===== src/lpd_pkg.sv =====
// Constants for the DRAM core command decoder and burst-read data path
package lpd_pkg;
  localparam int unsigned DQ_W = 8;
  localparam int unsigned HALF_W = 16;
  localparam int unsigned RL_W = 6;

  // Register byte offsets
  localparam logic [7:0] REG_CTRL = 8'h00;
  localparam logic [7:0] REG_REFRESH_STATUS = 8'h04;
  localparam logic [7:0] REG_STATUS = 8'h08;
  localparam logic [7:0] REG_EVENTS = 8'h0C;
  localparam logic [7:0] REG_SEED = 8'h10;

  // Control register fields and reset values
  localparam int unsigned CTRL_RL_LSB = 0;
  localparam int unsigned CTRL_PRE_TOG_BIT = 8;
  localparam int unsigned CTRL_PST_EXT_BIT = 9;
  localparam logic [31:0] CTRL_MASK = 32'h0000_033F;
  localparam logic [31:0] CTRL_RST = 32'h0000_000E;
  localparam logic [RL_W-1:0] RL_MIN = 6'h03;
  localparam logic [2:0] RATE_RST = 3'h3;
  localparam logic [DQ_W-1:0] SEED_RST = 8'h00;
  localparam int unsigned STATUS_BUSY_BIT = 8;
  localparam int unsigned EV_CLOSED_BIT = 0;
  localparam int unsigned EV_OVERRUN_BIT = 1;

  // Command opcodes on CA[5:3] of the first edge
  localparam logic [2:0] OP_ACT = 3'h1;
  localparam logic [2:0] OP_PRE = 3'h2;
  localparam logic [2:0] OP_PREALL = 3'h3;
  localparam logic [2:0] OP_RD16 = 3'h4;
  localparam logic [2:0] OP_RD32 = 3'h5;

  // Burst, preamble and postamble lengths in strobe half cycles
  localparam logic [5:0] BL16 = 6'h10;
  localparam logic [5:0] BL32 = 6'h20;
  localparam logic [HALF_W-1:0] PRE_HALVES = 16'h0004;
  localparam logic [1:0] PST_STD_HALVES = 2'h1;
  localparam logic [1:0] PST_EXT_HALVES = 2'h3;
endpackage


===== src/lpd_core.sv =====
// DRAM core command decoder, bank tracking and burst-read strobe/data path
// Functional notes
// [RQ1] Controller waits all-bank precharge time after precharge-all before activating.
// [RQ2] Same-bank activates spaced by row active plus applicable precharge time.
// [RQ3] After self-refresh exit wait max of refresh cycle plus 7.5 ns, 2 clocks.
// [RQ4] After power-down exit wait max of 7.5 ns and five clocks.
// [RQ5] Column commands 8 clocks apart for 16-beat bursts, 8 more for 32.
// [RQ6] Precharge after read to same bank waits max of 7.5 ns, 8 clocks.
// [RQ7] Activates to different banks spaced max 10 ns, 4 clocks; 7.5 ns fastest.
// [RQ8] Explicit precharges at least 4 clocks apart; auto-precharge exempt.
// [RQ9] Bank open time limited by refresh rate field and 70.2 microseconds.
// [RQ10] Reads taken only to open banks, from select and CA at rising edge.
// [RQ11] Each read starts an uninterruptible burst; length chosen per command.
// [RQ12] Two-clock read preamble, static or toggling as configured.
// [RQ13] Half-clock postamble, or 1.5 clocks when extended postamble is set.
// [RQ14] Two lowest column bits are zero; bursts start on multiples of four.
// [RQ15] Read latency counts from the rising edge completing the read command.
// [RQ16] Strobe driven one preamble before first rising edge carrying first bit.
// [RQ17] One data bit per strobe edge, edge aligned, on every data pin.
// [RQ18] No more than four activations within any rolling four-activate window.
// [RQ19] Controller rounds nanosecond minima up to clocks, takes larger count.
// [RQ20] Controller keeps per-bank timers for same-bank spacing; the model keeps one since counter shared by all banks.
`timescale 1ns/1ps
module lpd_core (
  // Clock and reset
  input wire logic clk_i,
  input wire logic rst_i,
  // Command link
  input wire logic ck_i,
  input wire logic cs_i,
  input wire logic [5:0] ca_i,
  // Read strobe and data pins
  output logic dqs_o,
  output logic dqs_oe_o,
  output logic [lpd_pkg::DQ_W-1:0] dq_o,
  output logic dq_oe_o,
  // Wishbone slave
  input wire logic wb_cyc_i,
  input wire logic wb_stb_i,
  input wire logic wb_we_i,
  input wire logic [7:0] wb_adr_i,
  input wire logic [3:0] wb_sel_i,
  input wire logic [31:0] wb_dat_i,
  output logic [31:0] wb_dat_o,
  output logic wb_ack_o
);
  import lpd_pkg::*;

  typedef enum logic {CMD_IDLE, CMD_SECOND} lpd_cmd_e;

  function automatic logic [31:0] wmerge(input logic [31:0] old_v, input logic [31:0] new_v,
                                         input logic [3:0] sel);
    logic [31:0] res;
    res = old_v;
    for (int i = 0; i < 4; i++) begin
      if (sel[i]) begin
        res[8*i +: 8] = new_v[8*i +: 8];
      end
    end
    return res;
  endfunction

  logic ck_rise;
  logic ck_fall;
  logic cs_s;
  logic [5:0] ca_s;
  logic half;

  lpd_link_sync u_sync (
    .clk_i(clk_i),
    .rst_i(rst_i),
    .ck_i(ck_i),
    .cs_i(cs_i),
    .ca_i(ca_i),
    .ck_rise_o(ck_rise),
    .ck_fall_o(ck_fall),
    .cs_o(cs_s),
    .ca_o(ca_s)
  );

  // Every link clock edge is one strobe half cycle
  assign half = ck_rise | ck_fall;

  logic [31:0] ctrl_ff;
  logic [2:0] rate_ff;
  logic [DQ_W-1:0] seed_ff;
  logic [RL_W-1:0] rl_fld;
  logic [RL_W-1:0] rl;
  assign rl_fld = ctrl_ff[CTRL_RL_LSB +: RL_W];
  // Below the minimum the preamble would start before the command completes
  assign rl = (rl_fld < RL_MIN) ? RL_MIN : rl_fld;

  // Command decoder and bank state
  lpd_cmd_e cmd_ff, nxt_cmd;
  logic [2:0] op_ff, nxt_op;
  logic [2:0] bank_ff, nxt_bank;
  logic [7:0] open_ff, nxt_open;
  logic rd_go;
  logic [5:0] rd_bl;
  logic ev_closed;

  always_comb begin
    nxt_cmd = cmd_ff;
    nxt_op = op_ff;
    nxt_bank = bank_ff;
    nxt_open = open_ff;
    rd_go = 1'b0;
    rd_bl = BL16;
    ev_closed = 1'b0;
    case (cmd_ff)
      CMD_IDLE: begin
        if (ck_rise && cs_s) begin // RQ10
          nxt_op = ca_s[5:3];
          nxt_bank = ca_s[2:0];
          nxt_cmd = CMD_SECOND;
        end
      end
      CMD_SECOND: begin
        if (ck_rise) begin
          nxt_cmd = CMD_IDLE;
          case (op_ff)
            OP_ACT: nxt_open[bank_ff] = 1'b1;
            OP_PRE: nxt_open[bank_ff] = 1'b0;
            OP_PREALL: nxt_open = 8'h00;
            OP_RD16, OP_RD32: begin
              rd_bl = (op_ff == OP_RD32) ? BL32 : BL16; // RQ11
              if (open_ff[bank_ff]) begin // RQ10
                rd_go = 1'b1;
              end else begin
                ev_closed = 1'b1;
              end
            end
            default: ;
          endcase
        end
      end
      default: nxt_cmd = CMD_IDLE;
    endcase
  end

  always_ff @(posedge clk_i) begin
    if (rst_i) begin
      cmd_ff <= CMD_IDLE;
      op_ff <= 3'h0;
      bank_ff <= 3'h0;
      open_ff <= 8'h00;
    end else begin
      cmd_ff <= nxt_cmd;
      op_ff <= nxt_op;
      bank_ff <= nxt_bank;
      open_ff <= nxt_open;
    end
  end

  // Burst engine: one active burst plus one waiting slot
  logic [HALF_W-1:0] tick_ff, nxt_tick;
  logic act_v_ff, nxt_act_v;
  logic pnd_v_ff, nxt_pnd_v;
  logic [HALF_W-1:0] act_st_ff, nxt_act_st;
  logic [HALF_W-1:0] pnd_st_ff, nxt_pnd_st;
  logic [5:0] act_bl_ff, nxt_act_bl;
  logic [5:0] pnd_bl_ff, nxt_pnd_bl;
  logic [5:0] act_col_ff, nxt_act_col;
  logic [5:0] pnd_col_ff, nxt_pnd_col;
  logic [1:0] pst_ff, nxt_pst;
  logic dqs_ff, nxt_dqs;
  logic dqs_oe_ff, nxt_dqs_oe;
  logic [DQ_W-1:0] dq_ff, nxt_dq;
  logic dq_oe_ff, nxt_dq_oe;
  logic ev_overrun;
  logic [HALF_W-1:0] rd_st;
  logic [HALF_W-1:0] pre_d;
  logic [HALF_W-1:0] beat;
  logic [HALF_W-1:0] act_len;

  always_comb begin
    nxt_tick = tick_ff;
    nxt_act_v = act_v_ff;
    nxt_pnd_v = pnd_v_ff;
    nxt_act_st = act_st_ff;
    nxt_pnd_st = pnd_st_ff;
    nxt_act_bl = act_bl_ff;
    nxt_pnd_bl = pnd_bl_ff;
    nxt_act_col = act_col_ff;
    nxt_pnd_col = pnd_col_ff;
    nxt_pst = pst_ff;
    nxt_dqs = dqs_ff;
    nxt_dqs_oe = dqs_oe_ff;
    nxt_dq = dq_ff;
    nxt_dq_oe = dq_oe_ff;
    ev_overrun = 1'b0;
    rd_st = tick_ff + {9'h000, rl, 1'b0}; // RQ15
    pre_d = act_st_ff - tick_ff;
    beat = tick_ff - act_st_ff;
    act_len = {10'h000, act_bl_ff};
    if (half) begin
      nxt_tick = tick_ff + 16'h0001;
      nxt_dqs = 1'b0;
      nxt_dqs_oe = 1'b0;
      nxt_dq_oe = 1'b0;
      if (pst_ff != 2'h0) begin // RQ13
        nxt_dqs_oe = 1'b1;
        nxt_dqs = (pst_ff == PST_EXT_HALVES);
        nxt_pst = pst_ff - 2'h1;
      end
      if (act_v_ff && pre_d >= 16'h0001 && pre_d <= PRE_HALVES) begin // RQ12 RQ16
        nxt_dqs_oe = 1'b1;
        nxt_dqs = ctrl_ff[CTRL_PRE_TOG_BIT] & ~pre_d[0];
      end else if (act_v_ff && beat < act_len) begin
        nxt_dqs_oe = 1'b1;
        nxt_dq_oe = 1'b1;
        nxt_dqs = ~beat[0]; // RQ16 RQ17
        nxt_dq = seed_ff ^ ({act_col_ff, 2'b00} + beat[7:0]); // RQ14 RQ17
        if (beat == act_len - 16'h0001) begin
          nxt_act_v = pnd_v_ff;
          nxt_act_st = pnd_st_ff;
          nxt_act_bl = pnd_bl_ff;
          nxt_act_col = pnd_col_ff;
          nxt_pnd_v = 1'b0;
          // Seamless follow-on at column spacing skips the postamble
          if (!(pnd_v_ff && pnd_st_ff == act_st_ff + act_len)) begin // RQ5
            nxt_pst = ctrl_ff[CTRL_PST_EXT_BIT] ? PST_EXT_HALVES : PST_STD_HALVES; // RQ13
          end
        end
      end
    end
    if (rd_go) begin
      if (!nxt_act_v) begin
        nxt_act_v = 1'b1;
        nxt_act_st = rd_st;
        nxt_act_bl = rd_bl;
        nxt_act_col = ca_s; // RQ14
      end else if (!nxt_pnd_v) begin // RQ11
        nxt_pnd_v = 1'b1;
        nxt_pnd_st = rd_st;
        nxt_pnd_bl = rd_bl;
        nxt_pnd_col = ca_s;
      end else begin
        ev_overrun = 1'b1;
      end
    end
  end

  always_ff @(posedge clk_i) begin
    if (rst_i) begin
      tick_ff <= 16'h0000;
      act_v_ff <= 1'b0;
      pnd_v_ff <= 1'b0;
      act_st_ff <= 16'h0000;
      pnd_st_ff <= 16'h0000;
      act_bl_ff <= BL16;
      pnd_bl_ff <= BL16;
      act_col_ff <= 6'h00;
      pnd_col_ff <= 6'h00;
      pst_ff <= 2'h0;
      dqs_ff <= 1'b0;
      dqs_oe_ff <= 1'b0;
      dq_ff <= 8'h00;
      dq_oe_ff <= 1'b0;
    end else begin
      tick_ff <= nxt_tick;
      act_v_ff <= nxt_act_v;
      pnd_v_ff <= nxt_pnd_v;
      act_st_ff <= nxt_act_st;
      pnd_st_ff <= nxt_pnd_st;
      act_bl_ff <= nxt_act_bl;
      pnd_bl_ff <= nxt_pnd_bl;
      act_col_ff <= nxt_act_col;
      pnd_col_ff <= nxt_pnd_col;
      pst_ff <= nxt_pst;
      dqs_ff <= nxt_dqs;
      dqs_oe_ff <= nxt_dqs_oe;
      dq_ff <= nxt_dq;
      dq_oe_ff <= nxt_dq_oe;
    end
  end

  assign dqs_o = dqs_ff;
  assign dqs_oe_o = dqs_oe_ff;
  assign dq_o = dq_ff;
  assign dq_oe_o = dq_oe_ff;

  // Wishbone register file
  logic [31:0] nxt_ctrl;
  logic [2:0] nxt_rate;
  logic [DQ_W-1:0] nxt_seed;
  logic [1:0] ev_ff, nxt_ev;
  logic ack_ff, nxt_ack;
  logic [31:0] rdat_ff, nxt_rdat;
  logic req;
  logic wr;
  logic [1:0] ev_clr;
  logic [31:0] merged;
  logic busy;

  assign req = wb_cyc_i & wb_stb_i & ~ack_ff;
  // Writes commit on the edge where the master sees ack
  assign wr = wb_cyc_i & wb_stb_i & wb_we_i & ack_ff;
  assign busy = act_v_ff | pnd_v_ff | (pst_ff != 2'h0);

  always_comb begin
    nxt_ctrl = ctrl_ff;
    nxt_rate = rate_ff;
    nxt_seed = seed_ff;
    nxt_ack = req;
    nxt_rdat = 32'h0000_0000;
    ev_clr = 2'h0;
    merged = 32'h0000_0000;
    if (req && !wb_we_i) begin
      case (wb_adr_i)
        REG_CTRL: nxt_rdat = ctrl_ff;
        REG_REFRESH_STATUS: nxt_rdat = {29'h0000_0000, rate_ff};
        REG_STATUS: nxt_rdat = {23'h00_0000, busy, open_ff};
        REG_EVENTS: nxt_rdat = {30'h0000_0000, ev_ff};
        REG_SEED: nxt_rdat = {24'h00_0000, seed_ff};
        default: nxt_rdat = 32'h0000_0000;
      endcase
    end
    if (wr) begin
      case (wb_adr_i)
        REG_CTRL: nxt_ctrl = wmerge(ctrl_ff, wb_dat_i, wb_sel_i) & CTRL_MASK;
        REG_REFRESH_STATUS: begin
          merged = wmerge({29'h0000_0000, rate_ff}, wb_dat_i, wb_sel_i);
          nxt_rate = merged[2:0]; // RQ9
        end
        REG_EVENTS: ev_clr = wb_sel_i[0] ? wb_dat_i[1:0] : 2'h0;
        REG_SEED: begin
          merged = wmerge({24'h00_0000, seed_ff}, wb_dat_i, wb_sel_i);
          nxt_seed = merged[7:0];
        end
        default: ;
      endcase
    end
    // A new event wins over a clear in the same cycle
    nxt_ev = (ev_ff & ~ev_clr);
    nxt_ev[EV_CLOSED_BIT] = nxt_ev[EV_CLOSED_BIT] | ev_closed;
    nxt_ev[EV_OVERRUN_BIT] = nxt_ev[EV_OVERRUN_BIT] | ev_overrun;
  end

  always_ff @(posedge clk_i) begin
    if (rst_i) begin
      ctrl_ff <= CTRL_RST;
      rate_ff <= RATE_RST;
      seed_ff <= SEED_RST;
      ev_ff <= 2'h0;
      ack_ff <= 1'b0;
      rdat_ff <= 32'h0000_0000;
    end else begin
      ctrl_ff <= nxt_ctrl;
      rate_ff <= nxt_rate;
      seed_ff <= nxt_seed;
      ev_ff <= nxt_ev;
      ack_ff <= nxt_ack;
      rdat_ff <= nxt_rdat;
    end
  end

  assign wb_ack_o = ack_ff;
  assign wb_dat_o = rdat_ff;
endmodule


===== src/lpd_link_sync.sv =====
// Synchroniser and edge finder for the command clock, select and CA lines
`timescale 1ns/1ps
module lpd_link_sync (
  // Clock and reset
  input wire logic clk_i,
  input wire logic rst_i,
  // Link pins
  input wire logic ck_i,
  input wire logic cs_i,
  input wire logic [5:0] ca_i,
  // Synchronised view
  output logic ck_rise_o,
  output logic ck_fall_o,
  output logic cs_o,
  output logic [5:0] ca_o
);
  logic [7:0] s1_ff;
  logic [7:0] s2_ff;
  logic ck_prev_ff;
  logic [7:0] nxt_s1;
  logic [7:0] nxt_s2;
  logic nxt_ck_prev;

  always_comb begin
    nxt_s1 = {ck_i, cs_i, ca_i};
    nxt_s2 = s1_ff;
    nxt_ck_prev = s2_ff[7];
  end

  // Select and CA share the clock's delay, so they are seen at its edge
  always_ff @(posedge clk_i) begin
    if (rst_i) begin
      s1_ff <= 8'h00;
      s2_ff <= 8'h00;
      ck_prev_ff <= 1'b0;
    end else begin
      s1_ff <= nxt_s1;
      s2_ff <= nxt_s2;
      ck_prev_ff <= nxt_ck_prev;
    end
  end

  assign ck_rise_o = s2_ff[7] & ~ck_prev_ff;
  assign ck_fall_o = ~s2_ff[7] & ck_prev_ff;
  assign cs_o = s2_ff[6];
  assign ca_o = s2_ff[5:0];
endmodule


===== config.mk =====
export PLATFORM = sky130hd
export DESIGN_NAME = lpd_core
export DESIGN_NICKNAME = d
export VERILOG_FILES = /design/src/lpd_pkg.sv /design/src/lpd_core.sv /design/src/lpd_link_sync.sv
export SDC_FILE = /design/constraint.sdc
export NUM_CORES = 1
export LEC_CHECK = 0
export ABC_AREA = 1
export BUFFER_PORTS_ARGS = -buffer_cell sky130_fd_sc_hd__clkbuf_2
export CAP_MARGIN = 25
export CORE_MARGIN = 5
export CORE_UTILIZATION = 33
export DETAILED_ROUTE_END_ITERATION = 16
export SYNTH_ARGS = -nofsm -noshare
export SYNTH_HDL_FRONTEND = slang
export SYNTH_SLANG_ARGS = --single-unit

===== constraint.sdc =====
create_clock -name clk_i -period 5.2 [get_ports clk_i]
set_input_delay 1.04 -clock clk_i [delete_from_list [all_inputs] [get_ports clk_i]]
set_output_delay 1.04 -clock clk_i [all_outputs]
set_load 0.02 [all_outputs]

==> PnR_summary.wiki, run 1 <==
{| class="wikitable"
! Metric !! Value
|-
| Post-CTS Repair Setup Buffers || 0
|-
| Total number of vias || 9158
|-
| Chip Height || 181 microns
|-
| Peak-usage layer in the global routing report || met2
|-
| Congestion Overflow GR || 0
|-
| Global-route wire length before repair || 43.6 mm
|-
| Leakage dissipation || 5.06 nW
|-
| Clock root cell || clkbuf_16
|-
| Routed len/inst || 14.0 microns
|-
| GR Layer Usage met1 || 22.5%
|-
| Syn. warnings || 0
|-
| Max Buffers Root-to-Sink || 2
|-
| Die X || 181 microns
|-
| Clock Skew || 11.5 ps
|-
| Worst IR Drop VDD || 0.000234 V
|-
| ANT cells || 0
|-
| Flip-flop and latch count after synthesis || 147
|-
| Clock slew at reported path FFs || 70 ps
|-
| Max-Slew Margin vs Limit || 41.5%
|-
| Transition time at the pin with the least slew margin || 878 ps
|-
| Detailed Place HPWL || 20.6 mm
|-
| Count of final hold-check violations || 0
|-
| Die footprint || 32800 sq um
|-
| Total area of sequential cells || 2940 sq um
|-
| Resized cells post-CTS || 0
|-
| Area growth from synthesis to layout || 11.6%
|-
| Wirelength, routed || 26.8 mm
|-
| Quantity of hold-fixing buffers added after cts || 0
|-
| Pin count of the biggest net entering global routing || 53
|-
| Placeable core region || 28800 sq um
|-
| Setup repair after global routing missed its margin || false
|-
| Total standard cell area after synthesis || 9660 sq um
|-
| Tightest Hold Check Type || reg -> reg
|-
| Drt via density || 4.79
|-
| Clock latency reported for the late side of the worst-skew pair || 430 ps
|-
| Number of nets in the layout || 1632
|-
| Number of global-route vias before repair || 8497
|-
| Proportion of synthesized chip area in sequential cells || 30.5%
|-
| GPL Wtd Cong || 0.873
|-
| Port bufs || 54
|-
| Global router's overall resource usage || 16.0%
|-
| Fillers || 3104
|-
| Final Cycle Share || 78.7%
|-
| Synth async-reset ratio || 0%
|-
| Antenna violations before repair || 0
|-
| Share of cells above drive strength 1 || 8.25%
|-
| Number of top-level pins || 101
|-
| Worst Hold Slack || 401 ps
|-
| Type of element capturing the critical path || register
|-
| Initial DRC count || 631
|-
| Count of unique library cells instantiated by Yosys || 49
|-
| Arr. time, crit path || 4450 ps
|-
| Final Slew Violations || 0
|-
| Final worst path period need || 4090 ps
|-
| Combined area of the multi-input logic cells || 5660 sq um
|-
| Status || complete, no violations
|-
| Pre-Repair DR Iteration Count || 5
|-
| Total clock sinks || 147
|-
| Total negative slack for setup checks || 0 ps
|-
| Row cnt || 62
|-
| Worst setup SP type || register
|-
| Number of clock buffers inserted by TritonCTS || 17
|-
| Global routing usage on met2 || 25.7%
|-
| Remaining number of nets flagged by the antenna check after routing || 0
|-
| Highest Clock Rate || 244 MHz
|-
| Max-cap violation count || 0
|-
| Prevailing post-synth register cell || dfxtp_1
|-
| Starting density of the core || 33.6%
|-
| Routing usage on met3 || 2.19%
|-
| Drt drc || 0
|-
| Number of flops mapped to enable cells by yosys || 0
|-
| Cells after synthesis || 1474
|-
| Critical path type || reg -> reg
|-
| Maximum fanout along the worst path || 30
|-
| CTS tree || yes
|-
| H-tree level count || 4
|-
| Mean cell area of the mapped netlist || 6.56 sq um
|-
| Final setup violation count || 0
|-
| Power per unit of standard cell area || 239 nW/um^2
|-
| WP data required || 5560 ps
|}
## registers in the layout (all words and copies together) (netlist names), 2 cells and up
signal and count:
u_sync.nxt_s2 8, act_st_ff 16, op_ff 3, pnd_st_ff 16, u_sync.s2_ff 8, pst_ff 2
seed_ff 8, ctrl_ff 8, ev_ff 2, act_col_ff 6, rate_ff 3, act_bl_ff 6
wb_dat_o 10, tick_ff 16, pnd_col_ff 6, bank_ff 3, dq_o 8, pnd_bl_ff 2
open_ff 8
## Yosys cell counts (4+ instances only)
cell type  instances  area [sq um]
a221oi_1           5          43.8
buf_2             11          55.1
nor3_1            41           205
clkbuf_1          19          71.3
nand2_2            8          50.1
inv_1            196           736
nor2_1           177           664
and2_1            11          68.8
xor2_1            35           307
dfxtp_1          147          2940
nand4_1           15          93.8
xnor2_1           21           184
nor2_2             7          43.8
nand3_1           91           455
ha_1              56           701
a31oi_1            5          31.3
a21oi_1           97           485
o21ai_1           12          60.1
o21ai_0           57           285
o21a_1             4          30.0
nand2_1          371          1390
fa_1               5           100
nand3b_1          10          75.1
buf_6              5          56.3
buf_4             27           203
nor4_1             4          25.0
## where the power goes
group | total (mW) | leakage [nW] | internal [mW] | switching [mW]
combinational | 0.187 | 3.58 | 0.0591 | 0.128
clock | 1.25 | 0.291 | 0.697 | 0.549
sequential | 1.14 | 1.19 | 1.14 | 0.00731
## area by class of cell
class	instances	area share, %
clock buffer	18	4.07
clock inverter	14	1.54
inverter	200	6.96
tap	384	4.46
multi-input combinational	1084	52.5
timing repair buffer	64	3.20
sequential	147	27.3
## layer usage
metal  vias up  wire length [microns]  share of wire (%)
met5         -                      0                  0
met4         0                    500                1.9
met3        29                   1230                4.6
met2       198                  12100                 45
met1      4205                  13000                 48
li1       4726                      -                  -
## cell families after synthesis
family / count (synthesis) / synth area share, %
fa+ha+maj: 61 / 8.29
buf+inv: 264 / 11.8
other cells: 1 / 0.0388
compound gates: 198 / 11.3
simple gates: 747 / 33.0
xor+xnor: 56 / 5.08
flops: 147 / 30.5
## path summary, 6_finish.rpt
kind | slack (ps) | end | depth (start not counted) | startpoint
min | 400 | u_sync.s2_ff[6]$_SDFF_PP0_ | 2 | u_sync.nxt_s2[6]$_SDFF_PP0_
max reg2reg | 1110 | act_st_ff[4]$_SDFF_PP0_ | 26 | tick_ff[2]$_SDFFE_PP0N_
min reg2reg | 400 | u_sync.s2_ff[6]$_SDFF_PP0_ | 2 | u_sync.nxt_s2[6]$_SDFF_PP0_
max | 1110 | act_st_ff[4]$_SDFF_PP0_ | 26 | tick_ff[2]$_SDFFE_PP0N_
## critical path, cell delays in order (launching register included)
cell     delay [ps]
dfxtp_1         510
inv_1           100
ha_1            510
nand2_1          90
nand2_1          90
inv_1            50
nand2_1         120
nand2_1          70
nand2_1         180
ha_1            290
a21oi_1         160
nand2_1          70
nand2_1          50
nand2_1          40
nand2_1          50
nand4_1         130
nor2_4          180
nand2_2         120
nor2_4          130
nand3_4         110
buf_4           270
inv_1            90
buf_4           260
nand2_1          90
nand3_1          70
nand2_1          50
nor2_1          110
## cells in the final DEF (no fill, tap or decap), drive strengths merged
| cell | n |
|---|---|
| o21a | 4 |
| a31o | 1 |
| ha | 56 |
| buf | 10 |
| nand3b | 10 |
| xor2 | 35 |
| bufinv | 1 |
| o41ai | 1 |
| nand4 | 15 |
| a22o | 2 |
| nand2 | 381 |
| o21ai | 69 |
| o211ai | 2 |
| a21boi | 1 |
| clkbuf | 72 |
| a211oi | 3 |
| nor3 | 42 |
| a41oi | 1 |
| a21o | 3 |
| and3 | 2 |
| a21oi | 98 |
| conb | 22 |
| nor2 | 187 |
| clkinvlp | 2 |
| nor4 | 4 |
| xnor2 | 21 |
| o221ai | 1 |
| o21bai | 1 |
| inv | 204 |
| fa | 5 |
| o2bb2ai | 1 |
| a221oi | 5 |
| clkinv | 7 |
| a31oi | 5 |
| dfxtp | 147 |
| and2 | 11 |
| or2 | 2 |
| nand3 | 93 |
## per-stage QoR
| step | instances | setup slack [ps] | utilization [%] | power, mW | area (sq um) |
|---|---|---|---|---|---|
| floorplan | 1495 | 2050 | - | 1.31 | 9740 |
| global placement | 1879 | 1240 | 35.4 | 1.35 | 10200 |
| detailed placement | 1879 | 1160 | 35.4 | 1.35 | 10200 |
| CTS | 1911 | 1130 | 37.5 | 2.60 | 10800 |
| global route | 1911 | 740 | 37.5 | 2.67 | 10800 |
| finish | 1911 | 1110 | 37.5 | 2.58 | 10800 |
Note: power is estimated with default switching activity, not from simulation.
==> run 2: changes to the inputs <==
Clock period 5.2 ns to 3.45 ns, I/O delays scaled along.
==> run 2 against run 1 <==
Fmax rose by 28%; design area rose by 4.8%; setup slack got worse by 850 ps; sequential share of layout area fell by 1.2 points; non-clock buffer count rose by 44; combinational power rose by 61%; first-iteration DRC count rose by 1.3%; global-route usage rose by 0.29 points; final cell count rose by 2.3%; clock skew rose by 6.9 ps; sequential cell count did not move.
==> PnR_summary.wiki, run 2 (synthesis gave the netlist of run 1 again) <==
{| class="wikitable"
! Metric !! Value
|-
| Post-Place Worst Slack || 99.4 ps (-1060 ps)
|-
| # placed instances || 1918 (+2.1%)
|-
| Drt via density || 4.75 (-0.94%)
|-
| Worst path most repeated cell || nand2_1
|-
| Global-route wire length before repair || 44.5 mm (+2.0%)
|-
| Total negative slack for setup checks || 0 ps (unchanged)
|-
| Post-layout instance area || 11300 sq um (+4.8%)
|-
| Status || complete, no violations
|-
| Clock root cell || clkbuf_16
|-
| Max Buffers Root-to-Sink || 2 (unchanged)
|-
| Final setup margin || 254 ps (-852 ps)
|-
| Most common library cell in the layout ignoring fill and taps || nand2_1
|-
| Tightest Hold Check Type || reg -> reg
|-
| Total clock sinks || 147 (unchanged)
|-
| Drt drc || 0 (unchanged)
|-
| Number of global-route vias before repair || 8981 (+5.7%)
|-
| Starting density of the core || 33.6% (unchanged)
|-
| Detailed Place HPWL || 21.4 mm (+3.5%)
|-
| Type of element capturing the critical path || register
|-
| Final worst path period need || 3200 ps (-898 ps)
|-
| Worst setup SP type || register
|-
| Final Non-Filler Cells || 1955 (+2.3%)
|-
| Sequential group share of total power || 43.3% (-1.1 points)
|-
| Die X || 181 microns (unchanged)
|-
| Leading registers by flop count || act_st_ff (16), pnd_st_ff (16), tick_ff (16)
|-
| Initial DRC count || 639 (+1.3%)
|-
| Arr. time, crit path || 3550 ps (-900 ps)
|-
| Area growth from synthesis to layout || 16.9%
|-
| Final Cycle Share || 92.6% (+14 points)
|-
| WP data required || 3800 ps (-1760 ps)
|-
| H-tree level count || 4 (unchanged)
|-
| Congestion Overflow GR || 0 (unchanged)
|-
| Max-Slew Margin vs Limit || 35.0% (-6.5 points)
|-
| Highest Clock Rate || 313 MHz (+28%)
|-
| Power share of the combinational group || 7.6% (+0.4 points)
|-
| Routed len/inst || 13.9 microns (-0.74%)
|-
| Row cnt || 62 (unchanged)
|-
| Final setup violation count || 0 (unchanged)
|-
| Die footprint || 32800 sq um (unchanged)
|-
| Antenna violations before repair || 0 (unchanged)
|-
| Int Pwr || 2.95 mW (+56%)
|-
| Global router's overall resource usage || 16.3% (+0.29 points)
|-
| Clock latency reported for the late side of the worst-skew pair || 430 ps (about the same)
|-
| Switching share of power || 25.8% (-0.81 points)
|-
| Critical path type || reg -> reg
|-
| Pin count of the biggest net entering global routing || 54 (+1.9%)
|-
| GPL Wtd Cong || 0.888 (+1.8%)
|-
| Clock slew at reported path FFs || 70 ps (about the same)
|-
| Total number of vias || 9281 (+1.3%)
|-
| Clk pwr share || 49.1% (+0.7 points)
|-
| Tot Pwr || 3.97 mW (+54%)
|-
| Clock Skew || 18.4 ps (+6.85 ps)
|-
| Transition time at the pin with the least slew margin || 968 ps (+90.3 ps)
|-
| Final Slew Violations || 0 (unchanged)
|-
| Fillers || 3031 (-2.4%)
|-
| Leading cell types in the layout, fill and taps excluded || nand2_1 (371), inv_1 (193), nor2_1 (174), dfxtp_1 (142), a21oi_1 (94)
|-
| Leakage dissipation || 5.30 nW (+4.7%)
|-
| Quantity of hold-fixing buffers added after cts || 0 (unchanged)
|-
| Power per unit of standard cell area || 352 nW/um^2 (+47%)
|-
| Number of nets in the layout || 1676 (+2.7%)
|-
| Number of clock buffers inserted by TritonCTS || 17 (unchanged)
|-
| CP max-delay cell || fa_2
|-
| Power dissipated by switching net loads || 1.02 mW (+50%)
|-
| Port bufs || 54 (unchanged)
|-
| Pre-Repair DR Iteration Count || 4 (-1)
|-
| Share of cells above drive strength 1 || 12.5% (+4.3 points)
|-
| Remaining number of nets flagged by the antenna check after routing || 0 (unchanged)
|-
| Critical path's largest stage delay || 370 ps (-140 ps)
|-
| Area of placed instances || 10500 sq um (+3.0%)
|-
| Chip Height || 181 microns (unchanged)
|-
| Placeable core region || 28800 sq um (unchanged)
|-
| CTS tree || yes
|-
| Max-cap violation count || 0 (unchanged)
|-
| Worst IR Drop VDD || 0.000464 V (+98%)
|-
| Cell Chain, Critical Path || buf_4 > inv_1 > ha_1 > fa_2 > inv_1 > nand3_1 > nand2_1 > nand2_1 > nand3_1 > nand3_1 > nor2_2 > nand2_1 > nand2_1 > nand3_1 > nor2_2 > nand2_1 > buf_4 > a21oi_4 > nand2_4 > inv_4 > clkbuf_16 > nor2_1 > nor2_1
|-
| Maximum fanout along the worst path || 10 (-67%)
|-
| ANT cells || 0 (unchanged)
|-
| Number of top-level pins || 101 (unchanged)
|-
| Wirelength, routed || 27.2 mm (+1.5%)
|-
| Count of final hold-check violations || 0 (unchanged)
|}
[run 2: changes by cell type in the layout (fill, tap and decap cells not counted), moves of 3 or more]
cell     delta
buf_4      +41
a21oi_2     +3
dfxtp_1     -5
ha_2        +6
a21oi_1     -3
ha_1       -10
dfxtp_2     +4
ha_4        +4
nor2_1      -3
[run 2: final timing paths]
kind,startpoint,end,slack [ps],cells after the start
hold / removal,u_sync.nxt_s2[4]$_SDFF_PP0_,u_sync.s2_ff[4]$_SDFF_PP0_,390,2
setup / recovery,act_st_ff[0]$_SDFF_PP0_,pnd_st_ff[7]$_SDFFE_PP0P_,250,23
hold reg to reg,u_sync.nxt_s2[4]$_SDFF_PP0_,u_sync.s2_ff[4]$_SDFF_PP0_,390,2
setup reg to reg,act_st_ff[0]$_SDFF_PP0_,pnd_st_ff[7]$_SDFFE_PP0P_,250,23
[run 2: worst max-delay path, delay by kind of cell, from the launching register on]
family                     cells  cell delay [ps]
DFF                            1              330
AOI/OAI and AO/OA              1              220
and+or+nand+nor               14             1300
adders and majority gates      2              590
buffers and inverters          6              650
[run 2: layout make-up]
type	count	area [sq um]	area share (%)
clock buffers	19	453	4.01
clock inverters	13	165	1.46
inverters	200	757	6.70
multi-input cells	1084	5770	51.1
flip-flops and latches	147	2950	26.1
well taps	384	480	4.25
repair buffers	108	718	6.36
[run 2: stage by stage]
stage / hold slack [ps] / utilization (%)
after floorplan: 388 / -
after global placement: 391 / 36.4
after detailed placement: 395 / 36.4
after CTS: 400 / 38.6
after global routing: 401 / 39.2
final: 394 / 39.2
[run 2: power by group through the flow]
| stage | clock network [mW] | registers, mW | logic, mW |
|---|---|---|---|
| after floorplan | 0 | 1.76 | 0.218 |
| after global placement | 0 | 1.76 | 0.289 |
| after detailed placement | 0 | 1.76 | 0.292 |
| after CTS | 1.99 | 1.72 | 0.293 |
| after global routing | 2.06 | 1.72 | 0.343 |
| final | 1.95 | 1.72 | 0.302 |
[run 2: repair_timing]
item                                    CTS  global route
setup buffers                             0             4
endpoints found under the setup margin    0            62
endpoints found under the hold margin     0             0
resized for setup                         0            33
[run 2: per-layer routing]
| layer | up-vias | share of wire (%) | global-route usage [%] |
|---|---|---|---|
| met3 | 22 | 4.1 | 2.19 |
| met1 | 4268 | 47 | 21.9 |
| met2 | 173 | 47 | 27.7 |
| li1 | 4818 | - | - |
| met5 | - | 0 | 0 |
| met4 | 0 | 1.6 | 4.23 |
==> run 3: changes to the inputs <==
Settings changed: PLACE_DENSITY set to 0.63, SKIP_CTS_REPAIR_TIMING set to 1.
==> run 3 against run 2 <==
Clock skew shrank 8.0 ps; register-to-register slack worse by 30 ps; wire length is 0.17% lower; sequential power is essentially flat; sequential cell count unchanged; sequential share of layout area about the same; setup slack lost 33 ps; core utilization about the same; critical path depth decreased by 1; fmax is 1.0% lower; final cell count down 0.15%; largest power group unchanged; highest routed layer unchanged.
==> PnR_summary.wiki, run 3 (synthesis gave the netlist of run 1 again) <==
{| class="wikitable"
! Metric !! Value
|-
| Drt drc || 0 (unchanged)
|-
| Congestion Overflow GR || 0 (unchanged)
|-
| Tightest Hold Check Type || reg -> reg
|-
| Final Cycle Share || 93.6% (+0.96 points)
|-
| Global-route wire length before repair || 43.3 mm (-2.6%)
|-
| # placed instances || 1912 (-0.31%)
|-
| Leakage dissipation || 5.29 nW (-0.18%)
|-
| Power per unit of standard cell area || 348 nW/um^2 (-0.96%)
|-
| Clock slew at reported path FFs || 70 ps (about the same)
|-
| Clock root cell || clkbuf_16
|-
| Fillers || 3032 (+0.033%)
|-
| Transition time at the pin with the least slew margin || 992 ps (+23.6 ps)
|-
| Worst setup SP type || register
|-
| Chip Height || 181 microns (unchanged)
|-
| Wirelength, routed || 27.1 mm (-0.17%)
|-
| Initial DRC count || 675 (+5.6%)
|-
| Area growth from synthesis to layout || 17.0%
|-
| Total negative slack for setup checks || 0 ps (unchanged)
|-
| Arr. time, crit path || 3590 ps (+40 ps)
|-
| Clock Skew || 10.4 ps (-7.99 ps)
|-
| WP data required || 3810 ps (about the same)
|-
| Detailed Place HPWL || 20.8 mm (-2.6%)
|-
| Total clock sinks || 147 (unchanged)
|-
| Final Slew Violations || 0 (unchanged)
|-
| Global router's overall resource usage || 15.9% (-0.43 points)
|-
| Die footprint || 32800 sq um (unchanged)
|-
| Status || complete, no violations
|-
| Final worst path period need || 3230 ps (+33.2 ps)
|-
| CTS tree || yes
|-
| Total number of vias || 9348 (+0.72%)
|-
| Post-layout instance area || 11300 sq um (+0.12%)
|-
| Routed len/inst || 13.9 microns (about the same)
|-
| Number of nets in the layout || 1673 (-0.18%)
|-
| Leading registers by flop count || act_st_ff (16), pnd_st_ff (16), tick_ff (16)
|-
| Most common library cell in the layout ignoring fill and taps || nand2_1
|-
| Highest Clock Rate || 310 MHz (-1.0%)
|-
| Share of cells above drive strength 1 || 12.6% (+0.024 points)
|-
| H-tree level count || 4 (unchanged)
|-
| Remaining number of nets flagged by the antenna check after routing || 0 (unchanged)
|-
| Final Non-Filler Cells || 1952 (-0.15%)
|-
| Worst path most repeated cell || nand2_1
|-
| Cell Chain, Critical Path || buf_4 > inv_1 > ha_1 > fa_2 > inv_1 > nand3_1 > nand2_1 > nand2_1 > nand2_1 > nand2_1 > nand3_1 > nand2_1 > nor2_2 > nand3_1 > nor2_4 > nand2_2 > a21oi_4 > nand2_8 > inv_6 > clkbuf_16 > nor2_1 > nor2_1
|-
| Final setup violation count || 0 (unchanged)
|-
| Worst IR Drop VDD || 0.000346 V (-25%)
|-
| Maximum fanout along the worst path || 10 (unchanged)
|-
| Max Buffers Root-to-Sink || 2 (unchanged)
|-
| Number of clock buffers inserted by TritonCTS || 17 (unchanged)
|-
| ANT cells || 0 (unchanged)
|-
| Count of final hold-check violations || 0 (unchanged)
|-
| Die X || 181 microns (unchanged)
|-
| Number of global-route vias before repair || 8859 (-1.4%)
|-
| Starting density of the core || 33.6% (unchanged)
|-
| Number of top-level pins || 101 (unchanged)
|-
| Drt via density || 4.79 (+0.88%)
|-
| Max-cap violation count || 0 (unchanged)
|-
| Max-Slew Margin vs Limit || 33.4% (-1.6 points)
|-
| Row cnt || 62 (unchanged)
|-
| Pin count of the biggest net entering global routing || 53 (-1.9%)
|-
| Port bufs || 54 (unchanged)
|-
| Pre-Repair DR Iteration Count || 5 (+1)
|-
| Critical path type || reg -> reg
|-
| Placeable core region || 28800 sq um (unchanged)
|-
| Leading cell types in the layout, fill and taps excluded || nand2_1 (368), inv_1 (193), nor2_1 (174), dfxtp_1 (142), a21oi_1 (95)
|-
| Area of placed instances || 10400 sq um (-0.43%)
|-
| Clock latency reported for the late side of the worst-skew pair || 430 ps (about the same)
|-
| CP max-delay cell || dfxtp_1
|-
| Combined area of the multi-input logic cells || 5800 sq um (+0.46%)
|-
| Total area of sequential cells || 2950 sq um (unchanged)
|-
| Antenna violations before repair || 0 (unchanged)
|-
| Critical path's largest stage delay || 380 ps (about the same)
|-
| Type of element capturing the critical path || register
|-
| GPL Wtd Cong || 0.887 (-0.19%)
|}
-- run 3: cell count changes in the layout (fill, tap and decap cells not counted), moves of 3 or more --
cell | before | now
nand2_2 | 7 | 10
buf_6 | 0 | 4
nand2_1 | 371 | 368
nand3_1 | 91 | 88
buf_4 | 51 | 42
o21ai_0 | 57 | 54
-- run 3: per-layer routing --
metal,GRT usage [%],routed length [microns]
met1,21.1,12300
met2,26.4,12900
met3,2.47,1370
met4,5.37,566
met5,0,0
-- run 3: cell type report --
| type | instances | area share, % |
|---|---|---|
| well taps | 384 | 4.25 |
| clock buffers | 18 | 3.88 |
| repair inverters | 1 | 0.0443 |
| flip-flops and latches | 147 | 26.1 |
| multi-input cells | 1084 | 51.3 |
| inverters | 200 | 6.72 |
| repair buffers | 104 | 6.28 |
| clock inverters | 14 | 1.47 |
-- run 3: report_power, final --
part           switching (mW)  total, mW  leakage, nW  internal (mW)
Clock                   0.809       1.92        0.294           1.11
Sequential            0.00948       1.72         1.19           1.71
Combinational           0.201      0.300         3.81         0.0987
Total                    1.02       3.94         5.29           2.92
-- run 3: stage by stage --
step                utilization, %  total power, mW  hold slack, ps  setup slack [ps]
CTS                           38.4             3.96             402              27.3
detailed placement            36.3             2.05             393              63.5
global route                  39.3             4.09             415             -49.7
floorplan                        -             1.98             388               296
finish                        39.3             3.94             401               221
global placement              36.3             2.04             391              55.2
-- run 3: worst max-delay path, delay by kind of cell (launching register included) --
kind / cells / cell delay, ps
flops: 1 / 380
fa+ha+maj: 2 / 600
simple gates: 14 / 1340
buf+inv: 5 / 510
compound gates: 1 / 310
-- run 3: path summary, 6_finish.rpt --
kind | start | end | slack, ps | depth (start not counted)
worst max-delay path | act_st_ff[0]$_SDFF_PP0_ | pnd_st_ff[9]$_SDFFE_PP0P_ | 220 | 22
worst min-delay path | u_sync.nxt_s2[6]$_SDFF_PP0_ | u_sync.s2_ff[6]$_SDFF_PP0_ | 400 | 2
worst max register to register | act_st_ff[0]$_SDFF_PP0_ | pnd_st_ff[9]$_SDFFE_PP0P_ | 220 | 22
worst min register to register | u_sync.nxt_s2[6]$_SDFF_PP0_ | u_sync.s2_ff[6]$_SDFF_PP0_ | 400 | 2
